**config.mk**
```make
export PLATFORM = sky130hd
export DESIGN_NAME = mcs_segmenter
export DESIGN_NICKNAME = d
export VERILOG_FILES = /design/src/shared/mcs_pkg.sv /design/src/shared/mcs_crc_if.sv /design/src/mcs_crc32.sv /design/src/mcs_segmenter.sv
export SDC_FILE = /design/constraint.sdc
export NUM_CORES = 1
export LEC_CHECK = 0
export CAP_MARGIN = 0
export CELL_PAD_IN_SITES_DETAIL_PLACEMENT = 1
export CELL_PAD_IN_SITES_GLOBAL_PLACEMENT = 2
export CORE_MARGIN = 4
export CORE_UTILIZATION = 30
export CTS_CLUSTER_DIAMETER = 80
export DETAILED_ROUTE_END_ITERATION = 7
export DONT_BUFFER_PORTS = 1
export PLACE_DENSITY_LB_ADDON = 0.1
export SLEW_MARGIN = 40
export SYNTH_ARGS = -nofsm -noshare
export SYNTH_HDL_FRONTEND = slang
export SYNTH_SLANG_ARGS = --single-unit
```
**constraint.sdc**
```tcl
create_clock -name mclk -period 11.25 [get_ports mclk]
set_input_delay 0.5625 -clock mclk [delete_from_list [all_inputs] [get_ports mclk]]
set_output_delay 0.5625 -clock mclk [all_outputs]
set_load 0.05 [all_outputs]
```
**src/shared/mcs_pkg.sv**
```systemverilog
//==========================================================
// Purpose: constants and types of the message crc segmenter
// Assumes: octet-wide streams, one clock
// Notes:   lengths in octets
//==========================================================
package mcs_pkg;

  // unit layout
  localparam logic [15:0] MCS_CHDR_LEN = 16'h0004;
  localparam logic [15:0] MCS_CVP_LEN = 16'h0014;
  localparam logic [15:0] MCS_CRC_LEN = 16'h0004;
  localparam logic [15:0] MCS_TRL_LEN = 16'h0004;
  localparam logic [15:0] MCS_OFS_PIPL = 16'h0010;
  localparam logic [15:0] MCS_OFS_QCH = 16'h0011;
  localparam logic [15:0] MCS_OFS_BRG_HI = 16'h0012;
  localparam logic [15:0] MCS_OFS_BRG_LO = 16'h0013;
  localparam logic [15:0] MCS_RX_OFS_BAS_HI = 16'h0002;
  localparam logic [15:0] MCS_RX_OFS_BAS_LO = 16'h0003;
  localparam logic [15:0] MCS_RX_OFS_PIPL = 16'h0014;
  localparam logic [15:0] MCS_RX_OFS_QCH = 16'h0015;
  localparam logic [15:0] MCS_RX_OFS_BRG_HI = 16'h0016;
  localparam logic [15:0] MCS_RX_OFS_BRG_LO = 16'h0017;
  localparam logic [15:0] MCS_RX_OFS_EXT = 16'h0018;
  localparam logic [5:0] MCS_PID_LLC = 6'h01;
  localparam logic [15:0] MCS_MAX_USER_FIELD_A = 16'h23E4;
  localparam logic [7:0] MCS_RESERVED_OCTET = 8'h00;

  // segment layout
  localparam logic [5:0] MCS_SU_LEN = 6'h2C;
  localparam logic [5:0] MCS_POS_SU_FIRST = 6'h02;
  localparam logic [5:0] MCS_POS_SU_LAST = 6'h2D;
  localparam logic [5:0] MCS_POS_TRL_HI = 6'h2E;
  localparam logic [5:0] MCS_POS_TRL_LO = 6'h2F;

  // check sequences
  localparam logic [31:0] MCS_CRC32_POLY = 32'h04C11DB7;
  localparam logic [31:0] MCS_CRC32_PRESET = 32'hFFFFFFFF;
  localparam logic [31:0] MCS_CRC32_RESIDUE = 32'hC704DD7B;
  localparam logic [9:0] MCS_CRC10_POLY = 10'h233;
  localparam logic [9:0] MCS_CRC10_PRESET = 10'h000;
  localparam logic [9:0] MCS_SGL_MID = 10'h000;

  typedef enum logic [1:0] {
    MCS_MIDDLE_SEGMENT = 2'b00,
    MCS_LAST_SEGMENT = 2'b01,
    MCS_FIRST_SEGMENT = 2'b10,
    MCS_SINGLE_SEGMENT = 2'b11
  } mcs_kind_type;

  typedef enum logic [2:0] {
    MCS_U_CHDR = 3'b000,
    MCS_U_BODY = 3'b001,
    MCS_U_PAD = 3'b010,
    MCS_U_CRC = 3'b011,
    MCS_U_TRL = 3'b100,
    MCS_U_DONE = 3'b101
  } mcs_phase_type;

endpackage

```
**src/shared/mcs_crc_if.sv**
```systemverilog
//==========================================================
// Purpose: link between a crc32 user and its engine
// Assumes: engine clocked by the user's clock
// Notes:   init wins over en
//==========================================================
`timescale 1ns/100ps
interface mcs_crc_if;
  logic init;
  logic en;
  logic [7:0] data;
  logic [31:0] crc;
  modport user (output init, output en, output data, input crc);
  modport engine (input init, input en, input data, output crc);
endinterface

```
**src/mcs_crc32.sv**
```systemverilog
//==========================================================
// Purpose: octet-serial 32-bit crc, msb first
// Assumes: preset on init
// Notes:   remainder exposed raw
//==========================================================
`timescale 1ns/100ps
module mcs_crc32 import mcs_pkg::*; (
  // clock and reset
  input wire logic mclk,
  input wire logic rst,
  // crc port
  mcs_crc_if.engine crc_port
);

  function automatic logic [31:0] crc32_byte(logic [31:0] c,
                                             logic [7:0] d);
    logic [31:0] r;
    logic fb;
    r = c;
    for (int i = 7; i >= 0; i--) begin
      fb = r[31] ^ d[i];
      r = {r[30:0], 1'b0} ^ (fb ? MCS_CRC32_POLY : 32'h00000000);
    end
    return r;
  endfunction

  always_ff @(posedge mclk or posedge rst) begin
    if (rst) begin
      crc_port.crc <= MCS_CRC32_PRESET;
    end else if (crc_port.init) begin
      crc_port.crc <= MCS_CRC32_PRESET;
    end else if (crc_port.en) begin
      crc_port.crc <= crc32_byte(crc_port.crc, crc_port.data);
    end
  end

endmodule // mcs_crc32

```
**src/mcs_segmenter.sv**
```systemverilog
//==========================================================
// Purpose: builds message units, cuts them into segments,
//          and parses received message units
// Assumes: user gives lengths up front, streams protocol header,
//          extension and payload; rx unit arrives reassembled
// Notes:   segments leave as 48-octet streams
// Notes on behaviour
// - receiver skips extension when length nonzero
// - receiver accepts payloads up to 9188 octets
// - transmitter adds zero pad to four-octet multiple
// - crc32 covers protocol header to pad, bridge zeroed
// - crc32 uses the standard degree-32 generator
// - preset ones, send complement msb first
// - receiver residue check against fixed constant
// - receiver accounts crc octets when bit set
// - trailer: reserved, tag, two-octet length
// - reserved trailer octet sent as zero
// - trailer tag equals header tag
// - trailer length equals header allocation size
// - unit cut into 44-octet segmentation units
// - all segments share priority and bus
// - segment: header, unit slice, trailer
// - header: kind, sequence, identifier
// - kind codes middle 00 last 01 first 10 single 11
// - sequence starts at given count, wraps 16
// - same identifier per unit, single uses zero
// - payload length 44, else actual count
// - 10-bit check preset zero over segment
//==========================================================
`timescale 1ns/100ps
module mcs_segmenter import mcs_pkg::*; (
  // clock and reset
  input wire logic mclk,
  input wire logic rst,
  // transmit command
  input wire logic tx_start,
  input wire logic [13:0] tx_user_field_a_len,
  input wire logic [2:0] tx_hdr_ext_len,
  input wire logic tx_crc_en,
  input wire logic [7:0] tx_begin_end_tag,
  input wire logic [9:0] tx_mid,
  input wire logic [3:0] tx_seq,
  input wire logic [2:0] tx_prio,
  input wire logic [1:0] tx_bus,
  output logic tx_idle,
  // transmit octet stream
  input wire logic [7:0] tx_data,
  input wire logic tx_valid,
  output logic tx_ready,
  // segment output
  output logic [7:0] seg_data,
  output logic seg_valid,
  output logic seg_sos,
  input wire logic seg_ready,
  output logic [2:0] seg_prio,
  output logic [1:0] seg_bus,
  // receive unit stream
  input wire logic [7:0] rx_data,
  input wire logic rx_valid,
  input wire logic rx_first,
  input wire logic rx_check_en,
  output logic [7:0] rx_user_field_a_data,
  output logic rx_user_field_a_valid,
  output logic rx_llc,
  output logic rx_crc_present,
  output logic rx_done,
  output logic rx_crc_err
);

  function automatic logic [9:0] crc10_upd(logic [9:0] c,
                                           logic [7:0] d,
                                           int n);
    logic [9:0] r;
    logic fb;
    r = c;
    for (int i = 7; i >= 0; i--) begin
      if (i >= 8 - n) begin
        fb = r[9] ^ d[i];
        r = {r[8:0], 1'b0} ^ (fb ? MCS_CRC10_POLY : 10'h000);
      end
    end
    return r;
  endfunction

  //========================================================
  // transmit unit source
  mcs_crc_if tx_crc ();
  mcs_crc32 u_tx_crc (.mclk(mclk), .rst(rst), .crc_port(tx_crc));

  mcs_phase_type phase_q;
  logic [15:0] u_cnt_q;
  logic [15:0] body_len_q;
  logic [15:0] len_q;
  logic [1:0] pd_q;
  logic [2:0] xw_q;
  logic crc_en_q;
  logic [7:0] tag_q;
  logic [9:0] mid_q;
  logic [1:0] pd_d;
  logic [15:0] len_d;
  logic busy_q;
  logic ub_avail;
  logic [7:0] ub_data;
  logic ub_take;
  logic ph_end;
  mcs_phase_type ph_next;
  logic [7:0] crc_byte;
  logic accept;

  assign accept = tx_start && !busy_q;
  assign tx_idle = !busy_q;
  assign pd_d = 2'(2'b00 - tx_user_field_a_len[1:0]);
  assign len_d = 16'(MCS_CVP_LEN + {11'h000, tx_hdr_ext_len, 2'b00}
    + {2'b00, tx_user_field_a_len} + {14'h0000, pd_d}
    + (tx_crc_en ? MCS_CRC_LEN : 16'h0000));

  always_comb begin
    case (u_cnt_q[1:0])
      2'b00: crc_byte = ~tx_crc.crc[31:24];
      2'b01: crc_byte = ~tx_crc.crc[23:16];
      2'b10: crc_byte = ~tx_crc.crc[15:8];
      default: crc_byte = ~tx_crc.crc[7:0];
    endcase
  end

  always_comb begin
    ub_avail = 1'b1;
    ub_data = 8'h00;
    ph_end = 1'b0;
    case (phase_q)
      MCS_U_CHDR: begin
        ph_end = (u_cnt_q == MCS_CHDR_LEN - 16'h0001);
        case (u_cnt_q[1:0])
          2'b00: ub_data = MCS_RESERVED_OCTET;
          2'b01: ub_data = tag_q;
          2'b10: ub_data = len_q[15:8];
          default: ub_data = len_q[7:0];
        endcase
      end
      MCS_U_BODY: begin
        ub_avail = tx_valid;
        ph_end = (u_cnt_q == body_len_q - 16'h0001);
        if (u_cnt_q == MCS_OFS_PIPL) begin
          ub_data = {tx_data[7:2], pd_q};
        end else if (u_cnt_q == MCS_OFS_QCH) begin
          ub_data = {tx_data[7:4], crc_en_q, xw_q};
        end else begin
          ub_data = tx_data;
        end
      end
      MCS_U_PAD: begin
        ph_end = (u_cnt_q[1:0] == pd_q - 2'b01);
        ub_data = 8'h00;
      end
      MCS_U_CRC: begin
        ph_end = (u_cnt_q == MCS_CRC_LEN - 16'h0001);
        ub_data = crc_byte;
      end
      MCS_U_TRL: begin
        ph_end = (u_cnt_q == MCS_TRL_LEN - 16'h0001);
        case (u_cnt_q[1:0])
          2'b00: ub_data = MCS_RESERVED_OCTET;
          2'b01: ub_data = tag_q;
          2'b10: ub_data = len_q[15:8];
          default: ub_data = len_q[7:0];
        endcase
      end
      default: ub_avail = 1'b0;
    endcase
  end

  always_comb begin
    case (phase_q)
      MCS_U_CHDR: ph_next = MCS_U_BODY;
      MCS_U_BODY: ph_next = (pd_q != 2'b00) ? MCS_U_PAD :
        (crc_en_q ? MCS_U_CRC : MCS_U_TRL);
      MCS_U_PAD: ph_next = crc_en_q ? MCS_U_CRC : MCS_U_TRL;
      MCS_U_CRC: ph_next = MCS_U_TRL;
      default: ph_next = MCS_U_DONE;
    endcase
  end

  // crc32 over protocol header, extension, payload and pad
  assign tx_crc.init = accept;
  assign tx_crc.en = ub_take
    && (phase_q == MCS_U_BODY || phase_q == MCS_U_PAD);
  assign tx_crc.data = (phase_q == MCS_U_BODY
    && (u_cnt_q == MCS_OFS_BRG_HI || u_cnt_q == MCS_OFS_BRG_LO))
    ? 8'h00 : ub_data;

  always_ff @(posedge mclk or posedge rst) begin
    if (rst) begin
      phase_q <= MCS_U_DONE;
      u_cnt_q <= 16'h0000;
    end else if (accept) begin
      phase_q <= MCS_U_CHDR;
      u_cnt_q <= 16'h0000;
    end else if (ub_take) begin
      if (ph_end) begin
        phase_q <= ph_next;
        u_cnt_q <= 16'h0000;
      end else begin
        u_cnt_q <= 16'(u_cnt_q + 16'h0001);
      end
    end
  end

  always_ff @(posedge mclk or posedge rst) begin
    if (rst) begin
      body_len_q <= 16'h0000;
      len_q <= 16'h0000;
      pd_q <= 2'b00;
      xw_q <= 3'b000;
      crc_en_q <= 1'b0;
      tag_q <= 8'h00;
      mid_q <= 10'h000;
      seg_prio <= 3'b000;
      seg_bus <= 2'b00;
    end else if (accept) begin
      body_len_q <= 16'(MCS_CVP_LEN + {11'h000, tx_hdr_ext_len, 2'b00}
        + {2'b00, tx_user_field_a_len});
      len_q <= len_d;
      pd_q <= pd_d;
      xw_q <= tx_hdr_ext_len;
      crc_en_q <= tx_crc_en;
      tag_q <= tx_begin_end_tag;
      mid_q <= tx_mid;
      seg_prio <= tx_prio;
      seg_bus <= tx_bus;
    end
  end

  //========================================================
  // segmenter
  logic [5:0] pos_q;
  logic [15:0] left_q;
  logic [5:0] seg_len_q;
  logic [5:0] su_cnt_q;
  logic first_q;
  logic [3:0] seq_q;
  logic [9:0] c10_q;
  mcs_kind_type kind;
  mcs_kind_type kind_q;
  logic in_su;
  logic su_has;
  logic out_free;
  logic step;
  logic [7:0] octet;
  logic [9:0] c10_fin;
  logic [9:0] seg_mid;

  always_comb begin
    if (left_q <= {10'h000, MCS_SU_LEN}) begin
      kind = first_q ? MCS_SINGLE_SEGMENT : MCS_LAST_SEGMENT;
    end else begin
      kind = first_q ? MCS_FIRST_SEGMENT : MCS_MIDDLE_SEGMENT;
    end
  end

  assign seg_mid = (((pos_q == 6'h00) ? kind : kind_q)
    == MCS_SINGLE_SEGMENT) ? MCS_SGL_MID : mid_q;
  assign in_su = (pos_q >= MCS_POS_SU_FIRST)
    && (pos_q <= MCS_POS_SU_LAST);
  assign su_has = in_su && (su_cnt_q < seg_len_q);
  assign out_free = !seg_valid || seg_ready;
  assign step = busy_q && out_free && (!su_has || ub_avail);
  assign ub_take = step && su_has;
  assign tx_ready = (phase_q == MCS_U_BODY) && busy_q && out_free
    && su_has;
  assign c10_fin = crc10_upd(c10_q, {seg_len_q, 2'b00}, 6);

  always_comb begin
    if (pos_q == 6'h00) begin
      octet = {kind, seq_q, seg_mid[9:8]};
    end else if (pos_q == 6'h01) begin
      octet = seg_mid[7:0];
    end else if (in_su) begin
      octet = su_has ? ub_data : 8'h00;
    end else if (pos_q == MCS_POS_TRL_HI) begin
      octet = {seg_len_q, c10_fin[9:8]};
    end else begin
      octet = c10_q[7:0];
    end
  end

  always_ff @(posedge mclk or posedge rst) begin
    if (rst) begin
      busy_q <= 1'b0;
      pos_q <= 6'h00;
      left_q <= 16'h0000;
      seg_len_q <= 6'h00;
      su_cnt_q <= 6'h00;
      first_q <= 1'b0;
      seq_q <= 4'h0;
      kind_q <= MCS_MIDDLE_SEGMENT;
      c10_q <= MCS_CRC10_PRESET;
    end else if (accept) begin
      busy_q <= 1'b1;
      pos_q <= 6'h00;
      left_q <= 16'(len_d + MCS_CHDR_LEN + MCS_TRL_LEN);
      first_q <= 1'b1;
      seq_q <= tx_seq;
    end else if (step) begin
      if (pos_q == 6'h00) begin
        kind_q <= kind;
        seg_len_q <= (left_q <= {10'h000, MCS_SU_LEN})
          ? left_q[5:0] : MCS_SU_LEN;
        c10_q <= crc10_upd(MCS_CRC10_PRESET, octet, 8);
      end else if (pos_q < MCS_POS_TRL_HI) begin
        c10_q <= crc10_upd(c10_q, octet, 8);
      end else if (pos_q == MCS_POS_TRL_HI) begin
        c10_q <= c10_fin;
      end
      su_cnt_q <= in_su ? 6'(su_cnt_q + 6'h01) : 6'h00;
      if (ub_take) begin
        left_q <= 16'(left_q - 16'h0001);
      end
      if (pos_q == MCS_POS_TRL_LO) begin
        pos_q <= 6'h00;
        first_q <= 1'b0;
        seq_q <= 4'(seq_q + 4'h1);
        busy_q <= (left_q != 16'h0000);
      end else begin
        pos_q <= 6'(pos_q + 6'h01);
      end
    end
  end

  always_ff @(posedge mclk or posedge rst) begin
    if (rst) begin
      seg_data <= 8'h00;
      seg_valid <= 1'b0;
      seg_sos <= 1'b0;
    end else if (step) begin
      seg_data <= octet;
      seg_valid <= 1'b1;
      seg_sos <= (pos_q == 6'h00);
    end else if (seg_ready) begin
      seg_valid <= 1'b0;
      seg_sos <= 1'b0;
    end
  end

  //========================================================
  // receive parser
  mcs_crc_if rx_crc ();
  mcs_crc32 u_rx_crc (.mclk(mclk), .rst(rst), .crc_port(rx_crc));

  logic [15:0] rx_cnt_q;
  logic [15:0] rx_len_q;
  logic [2:0] rx_xw_q;
  logic [1:0] rx_pd_q;
  logic [15:0] p;
  logic [15:0] ext_end;
  logic [15:0] user_field_a_end;
  logic [15:0] cov_end;
  logic in_body;

  assign p = rx_first ? 16'h0000 : rx_cnt_q;
  assign in_body = (p >= MCS_RX_OFS_EXT);
  assign ext_end = 16'(MCS_RX_OFS_EXT + {11'h000, rx_xw_q, 2'b00});
  assign cov_end = 16'(rx_len_q + MCS_CHDR_LEN);
  assign user_field_a_end = 16'(cov_end - {14'h0000, rx_pd_q}
    - (rx_crc_present ? MCS_CRC_LEN : 16'h0000));

  assign rx_crc.init = rx_valid && rx_first;
  assign rx_crc.en = rx_valid && (p >= MCS_CHDR_LEN) && (p < cov_end);
  assign rx_crc.data = (p == MCS_RX_OFS_BRG_HI || p == MCS_RX_OFS_BRG_LO)
    ? 8'h00 : rx_data;

  always_ff @(posedge mclk or posedge rst) begin
    if (rst) begin
      rx_cnt_q <= 16'h0000;
      rx_len_q <= 16'h0000;
      rx_xw_q <= 3'b000;
      rx_pd_q <= 2'b00;
      rx_crc_present <= 1'b0;
      rx_llc <= 1'b0;
    end else if (rx_valid) begin
      rx_cnt_q <= 16'(p + 16'h0001);
      if (p == MCS_RX_OFS_BAS_HI) begin
        rx_len_q[15:8] <= rx_data;
      end
      if (p == MCS_RX_OFS_BAS_LO) begin
        rx_len_q[7:0] <= rx_data;
      end
      if (p == MCS_RX_OFS_PIPL) begin
        rx_pd_q <= rx_data[1:0];
        rx_llc <= (rx_data[7:2] == MCS_PID_LLC);
      end
      if (p == MCS_RX_OFS_QCH) begin
        rx_xw_q <= rx_data[2:0];
        rx_crc_present <= rx_data[3];
      end
    end
  end

  // 16-bit counters cover every payload up to the largest
  always_ff @(posedge mclk or posedge rst) begin
    if (rst) begin
      rx_user_field_a_data <= 8'h00;
      rx_user_field_a_valid <= 1'b0;
      rx_done <= 1'b0;
      rx_crc_err <= 1'b0;
    end else begin
      rx_user_field_a_valid <= rx_valid && in_body && (p >= ext_end)
        && (p < user_field_a_end);
      if (rx_valid) begin
        rx_user_field_a_data <= rx_data;
      end
      rx_done <= rx_valid && in_body
        && (p == 16'(cov_end + MCS_TRL_LEN - 16'h0001));
      if (rx_valid && in_body
          && (p == 16'(cov_end + MCS_TRL_LEN - 16'h0001))) begin
        rx_crc_err <= rx_check_en && rx_crc_present
          && (rx_crc.crc != MCS_CRC32_RESIDUE);
      end else if (rx_valid && rx_first) begin
        rx_crc_err <= 1'b0;
      end
    end
  end

endmodule // mcs_segmenter

```
**Word-level counts from Yosys, hierarchy flattened**

Index checks and enable logic that the tools add are counted.
W data, S select, Z words.

- Input port bits: 69
- Flip-flop bits (word level): 256
- Output and inout bits: 30

- Magnitude comparators: 10
- Equality and inequality tests: 26
- Reductions and logical operators: 55
- Add/subtract/negate cells: 21
- Mux-type cells: 147
- Bitwise operators: 79

Operators by type and width:

| kind | count |
|---|---|
| $mux W10 | 75 |
| $xor A32 B32 Y32 | 16 |
| $mux W27 | 16 |
| $xor A10 B10 Y10 | 21 |
| $eq A16 B5 Y1 const B | 8 |
| $mux W32 | 4 |
| $mux W16 | 7 |
| $pmux W8 S3 | 3 |
| $add A16 B3 Y16 const B | 4 |
| $mux W8 | 7 |
| $eq A16 B2 Y1 const B | 3 |
| $sub A16 B1 Y16 const B | 3 |
| $xor A1 B1 Y1 | 37 |
| $add A16 B1 Y16 const B | 2 |
| $eq A16 B16 Y1 | 2 |
| $lt A16 B16 Y1 | 2 |
| $ne A32 B32 Y1 const B | 1 |
| $not A8 Y8 | 4 |
| $mux W6 | 5 |
| $mux W3 | 7 |
| $logic_and A1 B1 Y1 | 20 |
| $mux W4 | 5 |
| $reduce_bool A2 Y1 | 9 |
| $add A16 B2 Y16 | 1 |
| other kinds (43) | 76 |

**Depth between registers and ports, before layout**

- Depth in word-level cells: 76
- Mapped depth: 17

**Hierarchy**

A second synthesis with hierarchy kept.

- Cell total of the unflattened synthesis: 2035
- Area, all modules: 18161.2 um^2

Modules (own cells, without submodules):

| module | area each (um^2) | cells an instance | instances |
|---|---|---|---|
| mcs_segmenter | 13764.5 | 1639 | 1 |
| mcs_crc32 | 2198.4 | 198 | 2 |

**Least setup slack after synthesis**

No wires, ideal clock.

- Kind: input -> register
- From: input port tx_hdr_ext_len[2]
- To: register left_q[12]
- Data required time: 11.117 ns
- Setup slack: 7.213 ns
- Cell stages on the path: 15
- Data arrival time: 3.903 ns
- Cells stage by stage: inv_1 > ha_1 > inv_1 > ha_1 > a21o_1 > a21oi_1 > xor2_1 > or4b_2 > o41ai_1 > a21oi_1 > xnor2_1 > and3_1 > nand2_1 > xnor2_1 > o21ai_0

- Word-level cells in the longest chain between the ends: 7

RTL lines:

| what | RTL line | text |
|---|---|---|
| from (decl) | mcs_segmenter.sv:38 | `input wire logic [2:0] tx_hdr_ext_len,` |
| $add A5 B5 Y6 | mcs_segmenter.sv:113 | `assign len_d = 16'(MCS_CVP_LEN + {11'h000, tx_hdr_ext_len, 2'b00}` |
| $add A6 B14 Y15 | mcs_segmenter.sv:114 | `+ {2'b00, tx_user_field_a_len} + {14'h0000, pd_d}` |
| $add A16 B2 Y16 | mcs_segmenter.sv:114 |  |
| $add A16 B3 Y16 | mcs_segmenter.sv:115 | `+ (tx_crc_en ? MCS_CRC_LEN : 16'h0000));` |
| $add A16 B3 Y16 (2 in a row) | mcs_segmenter.sv:300 | `left_q <= 16'(len_d + MCS_CHDR_LEN + MCS_TRL_LEN);` |
| $mux W16 | mcs_segmenter.sv:297 | `end else if (accept) begin` |
| to (signal assigned) | mcs_segmenter.sv:300 |  |
| to (signal assigned) | mcs_segmenter.sv:316 | `left_q <= 16'(left_q - 16'h0001);` |
| to (decl) | mcs_segmenter.sv:236 | `logic [15:0] left_q;` |

Every way passes these cells.
A chain may end at the register's enable or synchronous reset.

**Worst setup path in the final report**

- From: register u_cnt_q[1]
- To: register c10_q[4]

- Word-level cells in the longest chain between the ends: 61
- Elaborated cells between the ends (all ways): 111
- Classes of those cells: eq/ne: 4; mux: 76; bitwise: 30; reduce/logical: 1

RTL lines:

| what | RTL line | text |
|---|---|---|
| from (decl) | mcs_segmenter.sv:91 | `logic [15:0] u_cnt_q;` |
| from (signal assigned) | mcs_segmenter.sv:203 | `u_cnt_q <= 16'(u_cnt_q + 16'h0001);` |
| $eq A2 B2 Y1 (tied with other cells) | mcs_segmenter.sv:118, mcs_segmenter.sv:133, mcs_segmenter.sv:161 |  |
| $pmux W8 S3 (on tied branches) | mcs_segmenter.sv:133, mcs_segmenter.sv:161, mcs_segmenter.sv:118 |  |
| $pmux W8 S3 * | mcs_segmenter.sv:130 | `case (phase_q)` |
| $mux W8 * | mcs_segmenter.sv:278 | `octet = su_has ? ub_data : 8'h00;` |
| $mux W8 * | mcs_segmenter.sv:277 | `end else if (in_su) begin` |
| $mux W8 * | mcs_segmenter.sv:275 | `end else if (pos_q == 6'h01) begin` |
| $mux W8 * | mcs_segmenter.sv:273 | `if (pos_q == 6'h00) begin` |
| $xor A1 B1 Y1 | mcs_segmenter.sv:78 | `fb = r[9] ^ d[i];` |
| [... 45 more ...] | n/a |  |
| $mux W10 | mcs_segmenter.sv:304 | `if (pos_q == 6'h00) begin` |
| $mux W10 | mcs_segmenter.sv:303 | `end else if (step) begin` |
| $mux W10 | mcs_segmenter.sv:297 |  |
| $xor A1 B1 Y1 | mcs_segmenter.sv:78 |  |
| $mux W10 | mcs_segmenter.sv:79 | `r = {r[8:0], 1'b0} ^ (fb ? MCS_CRC10_POLY : 10'h000);` |
| $xor A10 B10 Y10 | mcs_segmenter.sv:79 |  |
| $mux W10 | mcs_segmenter.sv:309 | `end else if (pos_q < MCS_POS_TRL_HI) begin` |
| $mux W10 * | mcs_segmenter.sv:304 |  |
| to (signal assigned) | mcs_segmenter.sv:308 | `c10_q <= crc10_upd(MCS_CRC10_PRESET, octet, 8);` |
| to (signal assigned) | mcs_segmenter.sv:310 | `c10_q <= crc10_upd(c10_q, octet, 8);` |
| to (signal assigned) | mcs_segmenter.sv:312 | `c10_q <= c10_fin;` |
| to (decl) | mcs_segmenter.sv:241 | `logic [9:0] c10_q;` |

Every way passes the cells marked *; elsewhere a longest branch is shown, timed or not. The select of a mux whose other input is x is not followed.

==> flow_summary_export.csv <==
group,metric,value,unit
placement,gp_congestion,0.800,
timing,setup_viol,0,
global_routing,grtUsageMet1,26.6,%
route,drc,0,
global_routing,grt_pass1_vias,15300,
clock_tree,clk_pin_slew,0.06,ns
critical_path,critPathKind,"reg2reg",
yosys,synthCells,2010,
outcome,status,"finished clean",
floorplan,coreArea,0.0589,mm2
route,drt_iter0_markers,714,
critical_path,r2r.worst_path.cells,13,
global_routing,grt_util_met3,3.17,%
yosys,synth-simple-area-share,21.2,%
cells_and_area,post-route-cell-area,0.0200,mm2
worst_hold_path,whs_endpoint,"seg_prio[1]",
clock_tree,htreeDepth,2,
clock_tree,cts_max_path_buffers,3,
critical_path,startpoint_type,"flip-flop",
timing,fin_crit_sh,43.3,%
critical_path,r2r_end,"c10_q[4]",
yosys,synth_compound_area_share,12.9,%
critical_path,arrival,5.30,ns
cells_and_area,area_growth_syn_to_layout,12.6,%
power,p_leak,8.37,nW
route,drt-pass1-iter-count,5,
timing,finalMaxSlewViolations,0,
timing,fin_ws,6.38,ns
worst_hold_path,hold_path.class,"in2reg",
route,vias,14400,
yosys,synth_flop_cell,"dfrtp_1",
yosys,synthesis.nets,2156,
clock_tree,cts-root-buf,"clkbuf_16",
floorplan,row_count,89,
clock_tree,cts-buffers-inserted,37,
global_routing,grt_usage,18.9,%
floorplan,design.die.area,0.0633,mm2
placement,io_buffers,0,
power,ir_drop,186,uV
cells_and_area,fillers,6792,
floorplan,fp.dieH,252,um
job,cap_viol_max_count,0,
timing,slew_headroom,42.1,%
yosys,synth_top_family_by_area,"simple AND/OR/NAND/NOR gates",
yosys,synth_cell_types,88,
global_routing,grt_pass1_wl,94.6,mm
global_routing,grt_util_met2,30.2,%
timing,tns,0,ns
global_routing,grt_overflow,0,
timing,finalHoldViolCount,0,
timing,hold_ws,0.110,ns
placement,dp_slack,6.40,ns
placement,dpl_cell_area,0.0187,mm2
worst_hold_path,holdPathStages,2,
yosys,ys_warn_count,0,
worst_hold_path,min_from,"tx_prio[1]",
route,wl_per_cell,21.5,um
clock_tree,cts.sinks,253,
yosys,async_flop_share,100,%
placement,dp_hpwl,44.1,mm
timing,period_minus_slack,4.87,ns
yosys,synth_mux_area_share,3.67,%
yosys,synth-seq-cells,253,
cells_and_area,mostFrequentLayoutCells,"nand2_1, xnor2_1, dfrtp_1, nor2_1, xor2_1",
timing,rsz0062_at_grt,"false",
route,wl,59.9,mm
clock_tree,cts_resized,0,
critical_path,reg2reg_slack,6.38,ns
yosys,syn_area,0.0178,mm2
cells_and_area,drive_above_1_share,10.8,%
critical_path,r2r_start,"u_cnt_q[1]",
clock_tree,cts_setup_buffers,0,
clock_tree,clock_latency,0.55,ns
floorplan,die_w,252,um
cells_and_area,final_common_cell,"nand2_1",
yosys,synthXorXnorAreaFrac,17.6,%
power,power.density,362,mW/mm2
timing,fmax,205,MHz
clock_tree,cts_hold_buf,0,
clock_tree,cts_tree,"built",
route,antenna_left,0,
yosys,ys_seq_area_share,36.0,%
floorplan,io_pins,99,
timing,fin_skew,0.0302,ns
yosys,synthAdderAreaFrac,5.50,%
floorplan,initial_core_util,30.2,%
yosys,synth_edf_count,0,
critical_path,endpoint_kind,"flip-flop",
timing,tightest_slew,0.862,ns
global_routing,grt_max_degree,105,
cells_and_area,nets,2130,
critical_path,critical_path.max_fanout,18,
yosys,syn-mean-instance-area,8.85,um2
route,routed_via_density,5.17,
critical_path,crit_required,11.68,ns
global_routing,busiest_layer,"met2",
global_routing,antenna_found_initial,4,
[how the worst max path moves through the flow]
stage                     depth (start not counted)  slack (ns)        from              to
after floorplan                                   1        3.84         rst  body_len_q[10]
after global placement                           13        6.52  u_cnt_q[1]        c10_q[4]
after detailed placement                         13        6.40  u_cnt_q[1]        c10_q[4]
after CTS                                        13        6.42  u_cnt_q[1]        c10_q[4]
after global routing                             13        6.10  u_cnt_q[1]        c10_q[4]
final                                            13        6.38  u_cnt_q[1]        c10_q[4]
[flip-flops by register name (all words and copies together) (netlist names), 6 cells and up]
signal / cells
seg_len_q: 6
u_cnt_q: 16
mid_q: 10
body_len_q: 14
pos_q: 6
rx_len_q: 16
left_q: 16
seg_data: 8
u_tx_crc.crc_port.crc: 32
len_q: 15
su_cnt_q: 6
rx_cnt_q: 16
rx_user_field_a_data: 8
u_rx_crc.crc_port.crc: 32
tag_q: 8
c10_q: 10
[per-layer routing]
metal / wire length, um / up-vias
met5: 41 / -
met4: 1340 / 6
met3: 2200 / 74
met2: 27100 / 214
met1: 29200 / 7193
li1: - / 6909
[final cells by class]
cell class,instances,area [um2],share of cell area [%]
sequential,253,6410,32.0
clock buffer,55,1130,5.62
tap,773,967,4.83
multi-input combinational,1613,10900,54.5
inverter,54,215,1.07
antenna,1,2.50,0.0125
timing repair buffer,25,251,1.26
clock inverter,13,136,0.681
[worst max-delay path: stages, from the launching register on]
cell and delay, ns:
dfrtp_1 0.45, inv_1 0.19, ha_1 0.71, or4bb_1 0.54
or4_4 0.50, mux2i_1 0.14, o21ai_1 0.27, a21oi_1 0.14
a211o_1 0.34, xnor2_1 0.34, xnor3_1 0.52, xor2_1 0.27
nor3b_1 0.09, a221o_1 0.26
[where the power goes]
part	total [mW]	internal (mW)	switching, mW
sequential	1.77	1.30	0.477
combinational	4.28	1.90	2.38
clock	1.21	0.742	0.466
total	7.26	3.94	3.33
[metrics by stage]
step	total power, mW	utilization [%]	instances
final	7.26	34.0	2787
after global routing	7.85	34.0	2786
after CTS	7.34	33.9	2784
after detailed placement	6.07	31.8	2716
after global placement	6.02	31.6	2714
after floorplan	5.00	-	2010
[cells by family (layout without fill, tap and decap cells)]
kind of cell | Yosys count | in the layout
flip-flops | 253 | 253
other | 0 | 1
XOR/XNOR | 334 | 334
AND/OR/NAND/NOR | 776 | 776
adder cells (fa/ha/maj) | 77 | 77
AO/OA/AOI/OAI | 364 | 364
multiplexers | 62 | 62
buffers and inverters | 144 | 147
[synth_stat cells (27+ instances only)]
cell        n  area share, %
clkbuf_1   78            1.6
ha_1       75            5.3
nor3_1     49            1.4
a21oi_1    98            2.8
nor2_1    136            2.9
xnor2_1   191            9.4
dfstp_2    66            9.7
o21ai_0   112            3.1
dfrtp_1   187             26
inv_1      54            1.1
nand3_1    49            1.4
nand2_1   314            6.6
mux2i_1    36            2.0
nor2b_1    42            1.5
xor2_1    127            6.2
nand2b_1   27           0.95
Power figures use the tool's default switching activity.
